==> src/ddcs_pkg.sv <==
// Purpose: Shared constants and types for the down-converter source,
//          oscillator load and decimation control block.
// Assumes: Byte-wide registers on a 15-bit serial-port address.
// Notes:   Reserved bits are stored as written and read back unchanged.
package ddcs_pkg;

  // Serial frame layout: 1 read flag, 15 address bits, 8 data bits
  localparam int ADDR_W = 15;
  localparam int FRAME_BITS = 24;
  localparam int ADDR_DONE_BITS = 16;
  localparam logic [4:0] FRAME_BITS_C = 5'h18;
  localparam logic [4:0] ADDR_DONE_C = 5'h10;

  // Register offsets
  localparam logic [14:0] OFF_OUTPUT_MODE = 15'h162;
  localparam logic [14:0] OFF_SOURCE_SEL = 15'h163;
  localparam logic [14:0] OFF_OSC_LOAD = 15'h164;
  localparam logic [14:0] OFF_OSC_MISC = 15'h165;
  localparam logic [14:0] OFF_FREQ_PICK = 15'h166;
  localparam logic [14:0] OFF_DECIM_LOW = 15'h167;
  localparam logic [14:0] OFF_DECIM_HIGH = 15'h168;
  localparam logic [14:0] OFF_DECIM_COMMON = 15'h169;

  // Reset values
  localparam logic [7:0] RST_OUTPUT_MODE = 8'h00;
  localparam logic [7:0] RST_SOURCE_SEL = 8'h00;
  localparam logic [7:0] RST_OSC_LOAD = 8'h00;
  localparam logic [7:0] RST_OSC_MISC = 8'h00;
  localparam logic [7:0] RST_FREQ_PICK = 8'h20;
  localparam logic [7:0] RST_DECIM_LOW = 8'h00;
  localparam logic [7:0] RST_DECIM_HIGH = 8'h00;
  localparam logic [7:0] RST_DECIM_COMMON = 8'h00;

  // Field positions
  localparam int COMPLEX_BIT = 2;
  localparam int PHASE_MODE_BIT = 0;
  localparam int NEG_IMAGE_BIT = 3;
  localparam int OSC_LOAD_LSB = 4;
  localparam int COMMON_LOAD_BIT = 0;
  localparam int REG_PICK_BIT = 1;
  localparam int AUTOLOAD_OFF_BIT = 2;
  localparam int LOW_LATENCY_BIT = 4;
  localparam int UNEQUAL_BIT = 7;
  localparam int COMMON_DECIM_LSB = 0;

  // Filter source selector codes
  typedef enum logic [1:0] {
    SRC_OWN = 2'b00,
    SRC_OTHER = 2'b01,
    SRC_HALF_SUM = 2'b10,
    SRC_HALF_DIFF = 2'b11
  } ddcs_src_t;

  // Register write from the serial port
  typedef struct packed {
    logic [14:0] addr;
    logic [7:0] data;
  } ddcs_wr_t;

  // Effective configuration handed to the datapath
  typedef struct packed {
    logic complex_on;
    logic neg_image;
    logic phase_coherent;
    logic low_latency;
    logic [3:0][1:0] freq_pick;
    logic [3:0][3:0] decim;
  } ddcs_cfg_t;

endpackage

==> src/ddcs_ctrl.sv <==
// Purpose: Filter source selection, oscillator load control and
//          decimation configuration for four down-converter channels.
// Assumes: Converter samples arrive on core_clk; frequency pick pins
//          are asynchronous and are synchronised here.
// Notes:   Filter arithmetic and oscillator words live elsewhere.
// How it works
// - Source codes 00/01 pick one channel: filters 0,2 take A on 00, 1,3 B.
// - Source code 10 feeds the filter (A + B) / 2.
// - Source code 11 feeds the filter (A - B) / 2.
// - A 0-to-1 on an oscillator's load bit loads its four frequencies.
// - A 0-to-1 on the shared load bit loads every oscillator at once.
// - Negative-image pick acts only while complex decimation is on.
// - Phase mode 0 runs oscillators phase continuous, 1 phase coherent.
// - Low-latency mode sends raw samples past all digital processing.
// - With autoload off, a pin frequency switch causes no load pulse.
// - Pick source bit 0 takes the active frequency from pins, 1 from regs.
// - Each 2-bit pick field chooses the active frequency; filter 2 resets 10.
// - Decimation code 0000 bypasses, 0001 is /2, up to 1111 as /32768.
// - Per-filter factors apply only with unequal decimation, else common.
// - The complex enable bit picks real (0) or complex (1) decimation.
`timescale 1ns/10ps
module ddcs_ctrl
  import ddcs_pkg::*;
#(
  parameter int SMP_W = 16
) (
  // Clock and reset
  input wire logic core_clk,
  input wire logic reset_n,
  // Serial register port
  input wire logic spi_sclk,
  input wire logic spi_sen_n,
  input wire logic spi_sdi,
  output logic spi_sdo,
  output logic spi_sdo_oe,
  // Frequency pick pins, two per filter
  input wire logic [7:0] pin_freq_pick,
  // Converter samples
  input wire logic [SMP_W-1:0] chan_a_smp,
  input wire logic [SMP_W-1:0] chan_b_smp,
  // Filter inputs and low-latency bypass
  output logic [3:0][SMP_W-1:0] filt_smp_r,
  output logic [SMP_W-1:0] bypass_a_r,
  output logic [SMP_W-1:0] bypass_b_r,
  // Oscillator load pulses and configuration
  output logic [3:0] osc_load_r,
  output ddcs_cfg_t cfg_r
);

  // Half of a sign-extended sum or difference, never overflows
  function automatic logic [SMP_W-1:0] half_mix(input logic [SMP_W-1:0] a,
      input logic [SMP_W-1:0] b, input logic diff);
    logic [SMP_W:0] ea, eb, r;
    ea = {a[SMP_W-1], a};
    eb = {b[SMP_W-1], b};
    r = diff ? ea - eb : ea + eb;
    return r[SMP_W:1];
  endfunction

  // Sample for one filter; even filters own A, odd ones own B
  function automatic logic [SMP_W-1:0] pick_src(input logic [1:0] code,
      input logic odd, input logic [SMP_W-1:0] a, input logic [SMP_W-1:0] b);
    logic [SMP_W-1:0] r;
    r = '0;
    case (ddcs_src_t'(code))
      SRC_OWN: r = odd ? b : a;
      SRC_OTHER: r = odd ? a : b;
      SRC_HALF_SUM: r = half_mix(a, b, 1'b0);
      SRC_HALF_DIFF: r = half_mix(a, b, 1'b1);
      default: r = '0;
    endcase
    return r;
  endfunction

  logic [14:0] rd_addr;
  ddcs_wr_t wr;
  logic wr_stb;
  logic [7:0] rd_data;

  // Serial port front end
  ddcs_spi_slave u_spi (
    .core_clk(core_clk),
    .reset_n(reset_n),
    .spi_sclk(spi_sclk),
    .spi_sen_n(spi_sen_n),
    .spi_sdi(spi_sdi),
    .spi_sdo(spi_sdo),
    .spi_sdo_oe(spi_sdo_oe),
    .rd_data(rd_data),
    .rd_addr_r(rd_addr),
    .wr_r(wr),
    .wr_stb_r(wr_stb)
  );

  logic [7:0] mode_r, mode_nxt, src_r, src_nxt, load_r, load_nxt;
  logic [7:0] misc_r, misc_nxt, pick_r, pick_nxt;
  logic [7:0] declo_r, declo_nxt, dechi_r, dechi_nxt, dcom_r, dcom_nxt;
  logic [3:0] load_edge;

  // Register bank; reserved bits kept as written
  always_comb begin
    mode_nxt = mode_r;
    src_nxt = src_r;
    load_nxt = load_r;
    misc_nxt = misc_r;
    pick_nxt = pick_r;
    declo_nxt = declo_r;
    dechi_nxt = dechi_r;
    dcom_nxt = dcom_r;
    load_edge = 4'h0;
    if (wr_stb) begin
      case (wr.addr)
        OFF_OUTPUT_MODE: mode_nxt = wr.data;
        OFF_SOURCE_SEL: src_nxt = wr.data;
        OFF_OSC_LOAD: begin
          load_nxt = wr.data;
          // New value against stored value gives the 0-to-1 edges
          load_edge = wr.data[OSC_LOAD_LSB+:4] &
                      ~load_r[OSC_LOAD_LSB+:4];
        end
        OFF_OSC_MISC: begin
          misc_nxt = wr.data;
          if (wr.data[COMMON_LOAD_BIT] && !misc_r[COMMON_LOAD_BIT]) begin
            load_edge = 4'hf;
          end
        end
        OFF_FREQ_PICK: pick_nxt = wr.data;
        OFF_DECIM_LOW: declo_nxt = wr.data;
        OFF_DECIM_HIGH: dechi_nxt = wr.data;
        OFF_DECIM_COMMON: dcom_nxt = wr.data;
        default: ;
      endcase
    end
  end

  always_ff @(posedge core_clk) begin
    if (!reset_n) begin
      mode_r <= RST_OUTPUT_MODE;
      src_r <= RST_SOURCE_SEL;
      load_r <= RST_OSC_LOAD;
      misc_r <= RST_OSC_MISC;
      pick_r <= RST_FREQ_PICK;
      declo_r <= RST_DECIM_LOW;
      dechi_r <= RST_DECIM_HIGH;
      dcom_r <= RST_DECIM_COMMON;
    end else begin
      mode_r <= mode_nxt;
      src_r <= src_nxt;
      load_r <= load_nxt;
      misc_r <= misc_nxt;
      pick_r <= pick_nxt;
      declo_r <= declo_nxt;
      dechi_r <= dechi_nxt;
      dcom_r <= dcom_nxt;
    end
  end

  // Read mux; unmapped addresses read zero
  always_comb begin
    case (rd_addr)
      OFF_OUTPUT_MODE: rd_data = mode_r;
      OFF_SOURCE_SEL: rd_data = src_r;
      OFF_OSC_LOAD: rd_data = load_r;
      OFF_OSC_MISC: rd_data = misc_r;
      OFF_FREQ_PICK: rd_data = pick_r;
      OFF_DECIM_LOW: rd_data = declo_r;
      OFF_DECIM_HIGH: rd_data = dechi_r;
      OFF_DECIM_COMMON: rd_data = dcom_r;
      default: rd_data = 8'h00;
    endcase
  end

  logic [7:0] pin_s1_r, pin_s2_r, pin_d_r;
  logic [3:0] pin_change;
  logic reg_pick, autoload_off, low_lat, complex_on;

  assign reg_pick = misc_r[REG_PICK_BIT];
  assign autoload_off = misc_r[AUTOLOAD_OFF_BIT];
  assign low_lat = misc_r[LOW_LATENCY_BIT];
  assign complex_on = mode_r[COMPLEX_BIT];

  // Pin synchroniser plus a delayed copy for change detection
  always_ff @(posedge core_clk) begin
    if (!reset_n) begin
      pin_s1_r <= 8'h00;
      pin_s2_r <= 8'h00;
      pin_d_r <= 8'h00;
    end else begin
      pin_s1_r <= pin_freq_pick;
      pin_s2_r <= pin_s1_r;
      pin_d_r <= pin_s2_r;
    end
  end

  ddcs_cfg_t cfg_nxt;
  logic [3:0] osc_load_nxt;
  logic [3:0][SMP_W-1:0] filt_nxt;
  logic [SMP_W-1:0] byp_a_nxt, byp_b_nxt;

  // Effective configuration, load pulses and sample routing
  always_comb begin
    cfg_nxt.complex_on = complex_on;
    // Image pick is meaningless for real decimation, so gate it
    cfg_nxt.neg_image = load_r[NEG_IMAGE_BIT] & complex_on;
    cfg_nxt.phase_coherent = load_r[PHASE_MODE_BIT];
    cfg_nxt.low_latency = low_lat;
    for (int i = 0; i < 4; i++) begin
      // Register pick or pin pick per filter
      cfg_nxt.freq_pick[i] = reg_pick ? pick_r[2*i+:2]
                                      : pin_s2_r[2*i+:2];
      pin_change[i] = pin_s2_r[2*i+:2] != pin_d_r[2*i+:2];
      filt_nxt[i] = low_lat ? '0
          : pick_src(src_r[2*i+:2], i[0], chan_a_smp, chan_b_smp);
    end
    // Code passes through; 0000 bypass, n gives /2^n downstream
    cfg_nxt.decim[0] = declo_r[3:0];
    cfg_nxt.decim[1] = declo_r[7:4];
    cfg_nxt.decim[2] = dechi_r[3:0];
    cfg_nxt.decim[3] = dechi_r[7:4];
    if (!dcom_r[UNEQUAL_BIT]) begin
      for (int i = 0; i < 4; i++) begin
        cfg_nxt.decim[i] = dcom_r[COMMON_DECIM_LSB+:4];
      end
    end
    // Pin switch loads only in pin mode with autoload enabled
    osc_load_nxt = load_edge;
    if (!reg_pick && !autoload_off) begin
      osc_load_nxt = load_edge | pin_change;
    end
    byp_a_nxt = low_lat ? chan_a_smp : '0;
    byp_b_nxt = low_lat ? chan_b_smp : '0;
  end

  always_ff @(posedge core_clk) begin
    if (!reset_n) begin
      cfg_r <= '0;
      osc_load_r <= 4'h0;
      filt_smp_r <= '0;
      bypass_a_r <= '0;
      bypass_b_r <= '0;
    end else begin
      cfg_r <= cfg_nxt;
      osc_load_r <= osc_load_nxt;
      filt_smp_r <= filt_nxt;
      bypass_a_r <= byp_a_nxt;
      bypass_b_r <= byp_b_nxt;
    end
  end
endmodule // ddcs_ctrl

==> src/ddcs_spi_slave.sv <==
// Purpose: Serial register port, 24-bit frames, oversampled by core_clk.
// Assumes: Serial clock at most an eighth of core_clk; mode 0 framing.
// Notes:   Read data leave on the falling serial clock edge.
`timescale 1ns/10ps
module ddcs_spi_slave
  import ddcs_pkg::*;
(
  // Clock and reset
  input wire logic core_clk,
  input wire logic reset_n,
  // Serial pins
  input wire logic spi_sclk,
  input wire logic spi_sen_n,
  input wire logic spi_sdi,
  output logic spi_sdo,
  output logic spi_sdo_oe,
  // Register side
  input wire logic [7:0] rd_data,
  output logic [14:0] rd_addr_r,
  output ddcs_wr_t wr_r,
  output logic wr_stb_r
);

  typedef enum logic [0:0] {
    ST_IDLE = 1'b0,
    ST_SHIFT = 1'b1
  } ddcs_spi_st_t;

  logic [2:0] s1_r, s2_r;
  logic sclk_d_r;
  ddcs_spi_st_t st_r, st_nxt;
  logic [4:0] cnt_r, cnt_nxt;
  logic [23:0] sh_r, sh_nxt;
  logic [7:0] out_r, out_nxt;
  logic oe_r, oe_nxt, ld_r, ld_nxt;
  logic [14:0] rd_addr_nxt;
  ddcs_wr_t wr_nxt;
  logic wr_stb_nxt;
  logic rise, fall;

  // Two-stage synchronisers; only stage two and its delay feed logic
  always_ff @(posedge core_clk) begin
    if (!reset_n) begin
      // Idle pin levels: enable high, clock low, so no false edge
      s1_r <= 3'h4;
      s2_r <= 3'h4;
      sclk_d_r <= 1'b0;
    end else begin
      s1_r <= {spi_sen_n, spi_sclk, spi_sdi};
      s2_r <= s1_r;
      sclk_d_r <= s2_r[1];
    end
  end

  assign rise = s2_r[1] && !sclk_d_r;
  assign fall = !s2_r[1] && sclk_d_r;
  assign spi_sdo = out_r[7];
  assign spi_sdo_oe = oe_r;

  // Frame sequencing
  always_comb begin
    st_nxt = st_r;
    cnt_nxt = cnt_r;
    sh_nxt = sh_r;
    out_nxt = out_r;
    oe_nxt = oe_r;
    ld_nxt = 1'b0;
    rd_addr_nxt = rd_addr_r;
    wr_nxt = wr_r;
    wr_stb_nxt = 1'b0;
    if (ld_r) begin
      out_nxt = rd_data;
    end
    case (st_r)
      ST_IDLE: begin
        cnt_nxt = 5'h00;
        oe_nxt = 1'b0;
        if (!s2_r[2]) begin
          st_nxt = ST_SHIFT;
        end
      end
      ST_SHIFT: begin
        if (s2_r[2]) begin
          st_nxt = ST_IDLE;
          oe_nxt = 1'b0;
        end else if (rise && cnt_r != FRAME_BITS_C) begin
          sh_nxt = {sh_r[22:0], s2_r[0]};
          cnt_nxt = cnt_r + 5'h01;
          if (cnt_nxt == ADDR_DONE_C) begin
            rd_addr_nxt = sh_nxt[14:0];
            ld_nxt = sh_nxt[15];
            oe_nxt = sh_nxt[15];
          end
          if (cnt_nxt == FRAME_BITS_C && !sh_nxt[23]) begin
            wr_nxt = '{addr: sh_nxt[22:8], data: sh_nxt[7:0]};
            wr_stb_nxt = 1'b1;
          end
        end else if (fall && oe_r && cnt_r > ADDR_DONE_C) begin
          out_nxt = {out_r[6:0], 1'b0};
        end
      end
      default: st_nxt = ST_IDLE;
    endcase
  end

  always_ff @(posedge core_clk) begin
    if (!reset_n) begin
      st_r <= ST_IDLE;
      cnt_r <= 5'h00;
      sh_r <= 24'h000000;
      out_r <= 8'h00;
      oe_r <= 1'b0;
      ld_r <= 1'b0;
      rd_addr_r <= 15'h0000;
      wr_r <= '0;
      wr_stb_r <= 1'b0;
    end else begin
      st_r <= st_nxt;
      cnt_r <= cnt_nxt;
      sh_r <= sh_nxt;
      out_r <= out_nxt;
      oe_r <= oe_nxt;
      ld_r <= ld_nxt;
      rd_addr_r <= rd_addr_nxt;
      wr_r <= wr_nxt;
      wr_stb_r <= wr_stb_nxt;
    end
  end

endmodule // ddcs_spi_slave

==> config.mk <==
export PLATFORM = sky130hd
export DESIGN_NAME = ddcs_ctrl
export DESIGN_NICKNAME = d
export VERILOG_FILES = /design/src/ddcs_pkg.sv /design/src/ddcs_ctrl.sv /design/src/ddcs_spi_slave.sv
export SDC_FILE = /design/constraint.sdc
export NUM_CORES = 1
export LEC_CHECK = 0
export ABC_CLOCK_PERIOD_IN_PS = 2500
export BUFFER_PORTS_ARGS = -buffer_cell sky130_fd_sc_hd__buf_4
export CORE_ASPECT_RATIO = 1.75
export CORE_MARGIN = 4
export CORE_UTILIZATION = 50
export CTS_CLUSTER_SIZE = 24
export DETAILED_ROUTE_END_ITERATION = 6
export HOLD_SLACK_MARGIN = 0.1
export PLACE_DENSITY = 0.72
export SYNTH_ARGS = -nofsm -noshare
export SYNTH_HDL_FRONTEND = slang
export SYNTH_HIERARCHICAL = 1
export SYNTH_SLANG_ARGS = --single-unit
==> constraint.sdc <==
create_clock -name core_clk -period 2.5 [get_ports core_clk]
set_input_delay 0.5 -clock core_clk [delete_from_list [all_inputs] [get_ports core_clk]]
set_output_delay 0.5 -clock core_clk [all_outputs]
set_load 0.02 [all_outputs]
==> qor.yml <==
yosys.area_share.adder: 0.03160
hold_start: "spi_sen_n"
criticalPathCategory: "flop to flop"
relSlewSlack: 0.4677
ctsRootBufferMaster: "clkbuf_16"
path_cells: "nand4bb_1 > or2_1 > nor2_1 > nand2_1 > nor2_1 > buf_4 > a222oi_1 > nand3_1 > mux2i_1 > nand2_1 > o211a_1"
antenna_found_initial: 0
leakage_nw: 7.380
initial_core_util: 0.5106
path_delay_family: "simple AND/OR/NAND/NOR gates"
synth_xor_xnor_area_share: 0.02627
ys_types: 88
arrival_ns: 2.87
cts_tree: "done"
multi_input_area_um2: 7757
clock_latency_ns: 0.55
diodes: 0
start_kind: "flop"
yosysSeqAreaShare: 0.4204
hp-class: "primary input to flop"
rsz0062_at_grt: "false"
final-hold-violation-count: 0
synth_compound_area_frac: 0.1398
cp_max_fo: 5
max_stage_delay_ns: 0.66
firstDrtPassIters: 5
cp_slowest_cell: "a222oi_1"
synthTopCellsByArea: "dfxtp_1 42%, mux2i_1 10%, nand2_1 4.9%"
post-route-min-period_ns: 2.437
dp_hpwl_um: 30600
final.period_utilization: 0.9748
finalSetupViolCount: 0
die_w_um: 136.0
synth.area.mux_share: 0.1412
grt_overflow: 0
numCtsBuffers: 27
synth-warning-count: 6
place.port_buffers: 174
final_common_cell: "buf_4"
synth_nets: 1585
io_pins: 175
synth-edff-count: 0
report.power.total_mw: 10.73
synth_top_area_frac: 0.4204
rr_startpoint: "u_spi/rd_addr_r[7]"
dieArea_um2: 31550
first_iter_violations: 727
syn_to_final_growth_pct: 25.09
worstPathRequired_ns: 2.94
ys_ff_latch: 301
rows: 81
fill_cells: 2320
stdcell_count: 2155
vias: 11952
cts_max_path_buffers: 3
finalClockSkew_ns: 0.01279
viasPerCell: 5.546
die_h_um: 232.0
synth_top_family_by_area: "simple AND/OR/NAND/NOR gates"
core_um2: 28070
mostFrequentLayoutCells: "334 x buf_4, 300 x dfxtp_1, 186 x nand2_1, 149 x mux2i_1, 91 x nor2b_1"
drc: 0
first_global_vias: 12092
clk_pin_slew_ns: 0.06
crit_path_start: "u_spi/rd_addr_r[7]"
grt_usage: 0.2551
syn_avg_cell_area_um2: 9.525
p_per_area_nw_per_um2: 598.3
wirelength_um: 40650
nets: 1844
final_util: 0.6388
endpoint_kind: "flop"
yosys.area.top_type: "dfxtp_1"
synth-async-reset-ratio: 0
dp_cells: 2108
synth_simple_gate_area_frac: 0.1991
path_buf_inv: 1
ir_drop_mv: 0.5325
grt_max_degree: 234
antenna_left: 0
max_freq_ghz: 0.4103
worst_slew_pin_slew_ns: 0.7984
hold_buffers: 0
place_congestion: 0.9667
synth_cells: 1505
maxCapViolations: 0
ff_latch_area_um2: 6027
grt_first_pass_wirelength_um: 64050
cts_sinks: 301
status: "complete, no violations"
routedWlPerCell_um: 18.86
layout-drive-gt1-share: 0.2514
synth_flop_cell: "dfxtp_1"
slew_violations: 0
syn_area_um2: 14330
h-tree-depth: 1
==> path summary, 6_finish.rpt <==
kind                     to  slack, ns  depth (start not counted)
max reg2reg  u_spi/out_r[1]       0.06                         11
min reg2reg   u_spi/s2_r[2]       0.41                          1
max          u_spi/out_r[1]       0.06                         11
min           u_spi/s1_r[2]       0.13                          2
==> report_power, final <==
group	internal, mW	leakage, nW	switching, mW
Clock	2.67	0.464	1.78
Sequential	4.88	2.45	0.0294
Combinational	0.645	4.47	0.723
==> repair_timing <==
action                                  4_1_cts  5_1_grt
buffers inserted                              0        0
endpoints found under the setup margin        3        3
gates resized for setup                       2        2
==> state kept, by name, summed over array words and instances, names as in the netlist, 15 cells and up <==
register,cells
u_spi/rd_addr_r,15
bypass_b_r,16
u_spi/wr_r,23
bypass_a_r,16
filt_smp_r,64
u_spi/sh_r,23
cfg_r,28
==> through the flow <==
step,instance area [um2],hold WS (ns),worst slack [ns],setup TNS [ns]
final,17930,0.1346,0.06288,0
after detailed placement,16950,0.3972,-0.3794,-12.77
after global routing,17930,0.1240,0.02192,0
after floorplan,14350,0.3863,-0.02546,-0.06648
after global placement,16950,0.3930,-0.3178,-11.11
after CTS,17920,0.1122,0.05981,0
==> metal layers <==
layer	track usage	routed length, um	vias up	share of wire
li1	-	-	5792	-
met1	0.2571	14170	5645	0.35
met2	0.4816	21750	379	0.54
met3	0.03361	1828	136	0.045
met4	0.1639	2893	0	0.071
met5	0	0	-	0
==> cells in the mapped netlist (12+ instances only) <==
cell type / n
a211oi_1: 16
a21boi_0: 40
a21oi_1: 43
a22oi_1: 12
a31oi_1: 12
and2_1: 53
and3_1: 37
clkbuf_1: 84
dfxtp_1: 301
ha_1: 33
inv_1: 27
mux2i_1: 149
mux4_2: 16
nand2_1: 186
nand2b_1: 20
nand3_1: 23
nor2_1: 50
nor2b_1: 92
o21ai_0: 45
xnor2_1: 39
==> kinds of logic (layout without fill, tap and decap cells) <==
group / Yosys count / count (layout)
xor gates and xnor gates: 43 / 43
AOI/OAI and AO/OA: 278 / 278
DFF: 301 / 301
muxes: 178 / 178
adders and majority gates: 35 / 35
buffers and inverters: 138 / 415
and+or+nand+nor: 532 / 532
==> area by class of cell <==
class | count | area share
multi-input combinational | 1066 | 0.4326
sequential | 301 | 0.3361
timing repair buffer | 340 | 0.1460
clock buffer | 37 | 0.04312
tap | 373 | 0.02603
clock inverter | 10 | 0.01026
inverter | 28 | 0.005861
==> worst reg2reg max path, stage by stage (launching register included) <==
cell and delay (ns):
dfxtp_1 0.33, nand4bb_1 0.19, or2_1 0.14, nor2_1 0.06, nand2_1 0.09, nor2_1 0.04, buf_4 0.17, a222oi_1 0.66
nand3_1 0.25, mux2i_1 0.19, nand2_1 0.07, o211a_1 0.15
No activity file was read; power rests on OpenSTA's default activity.
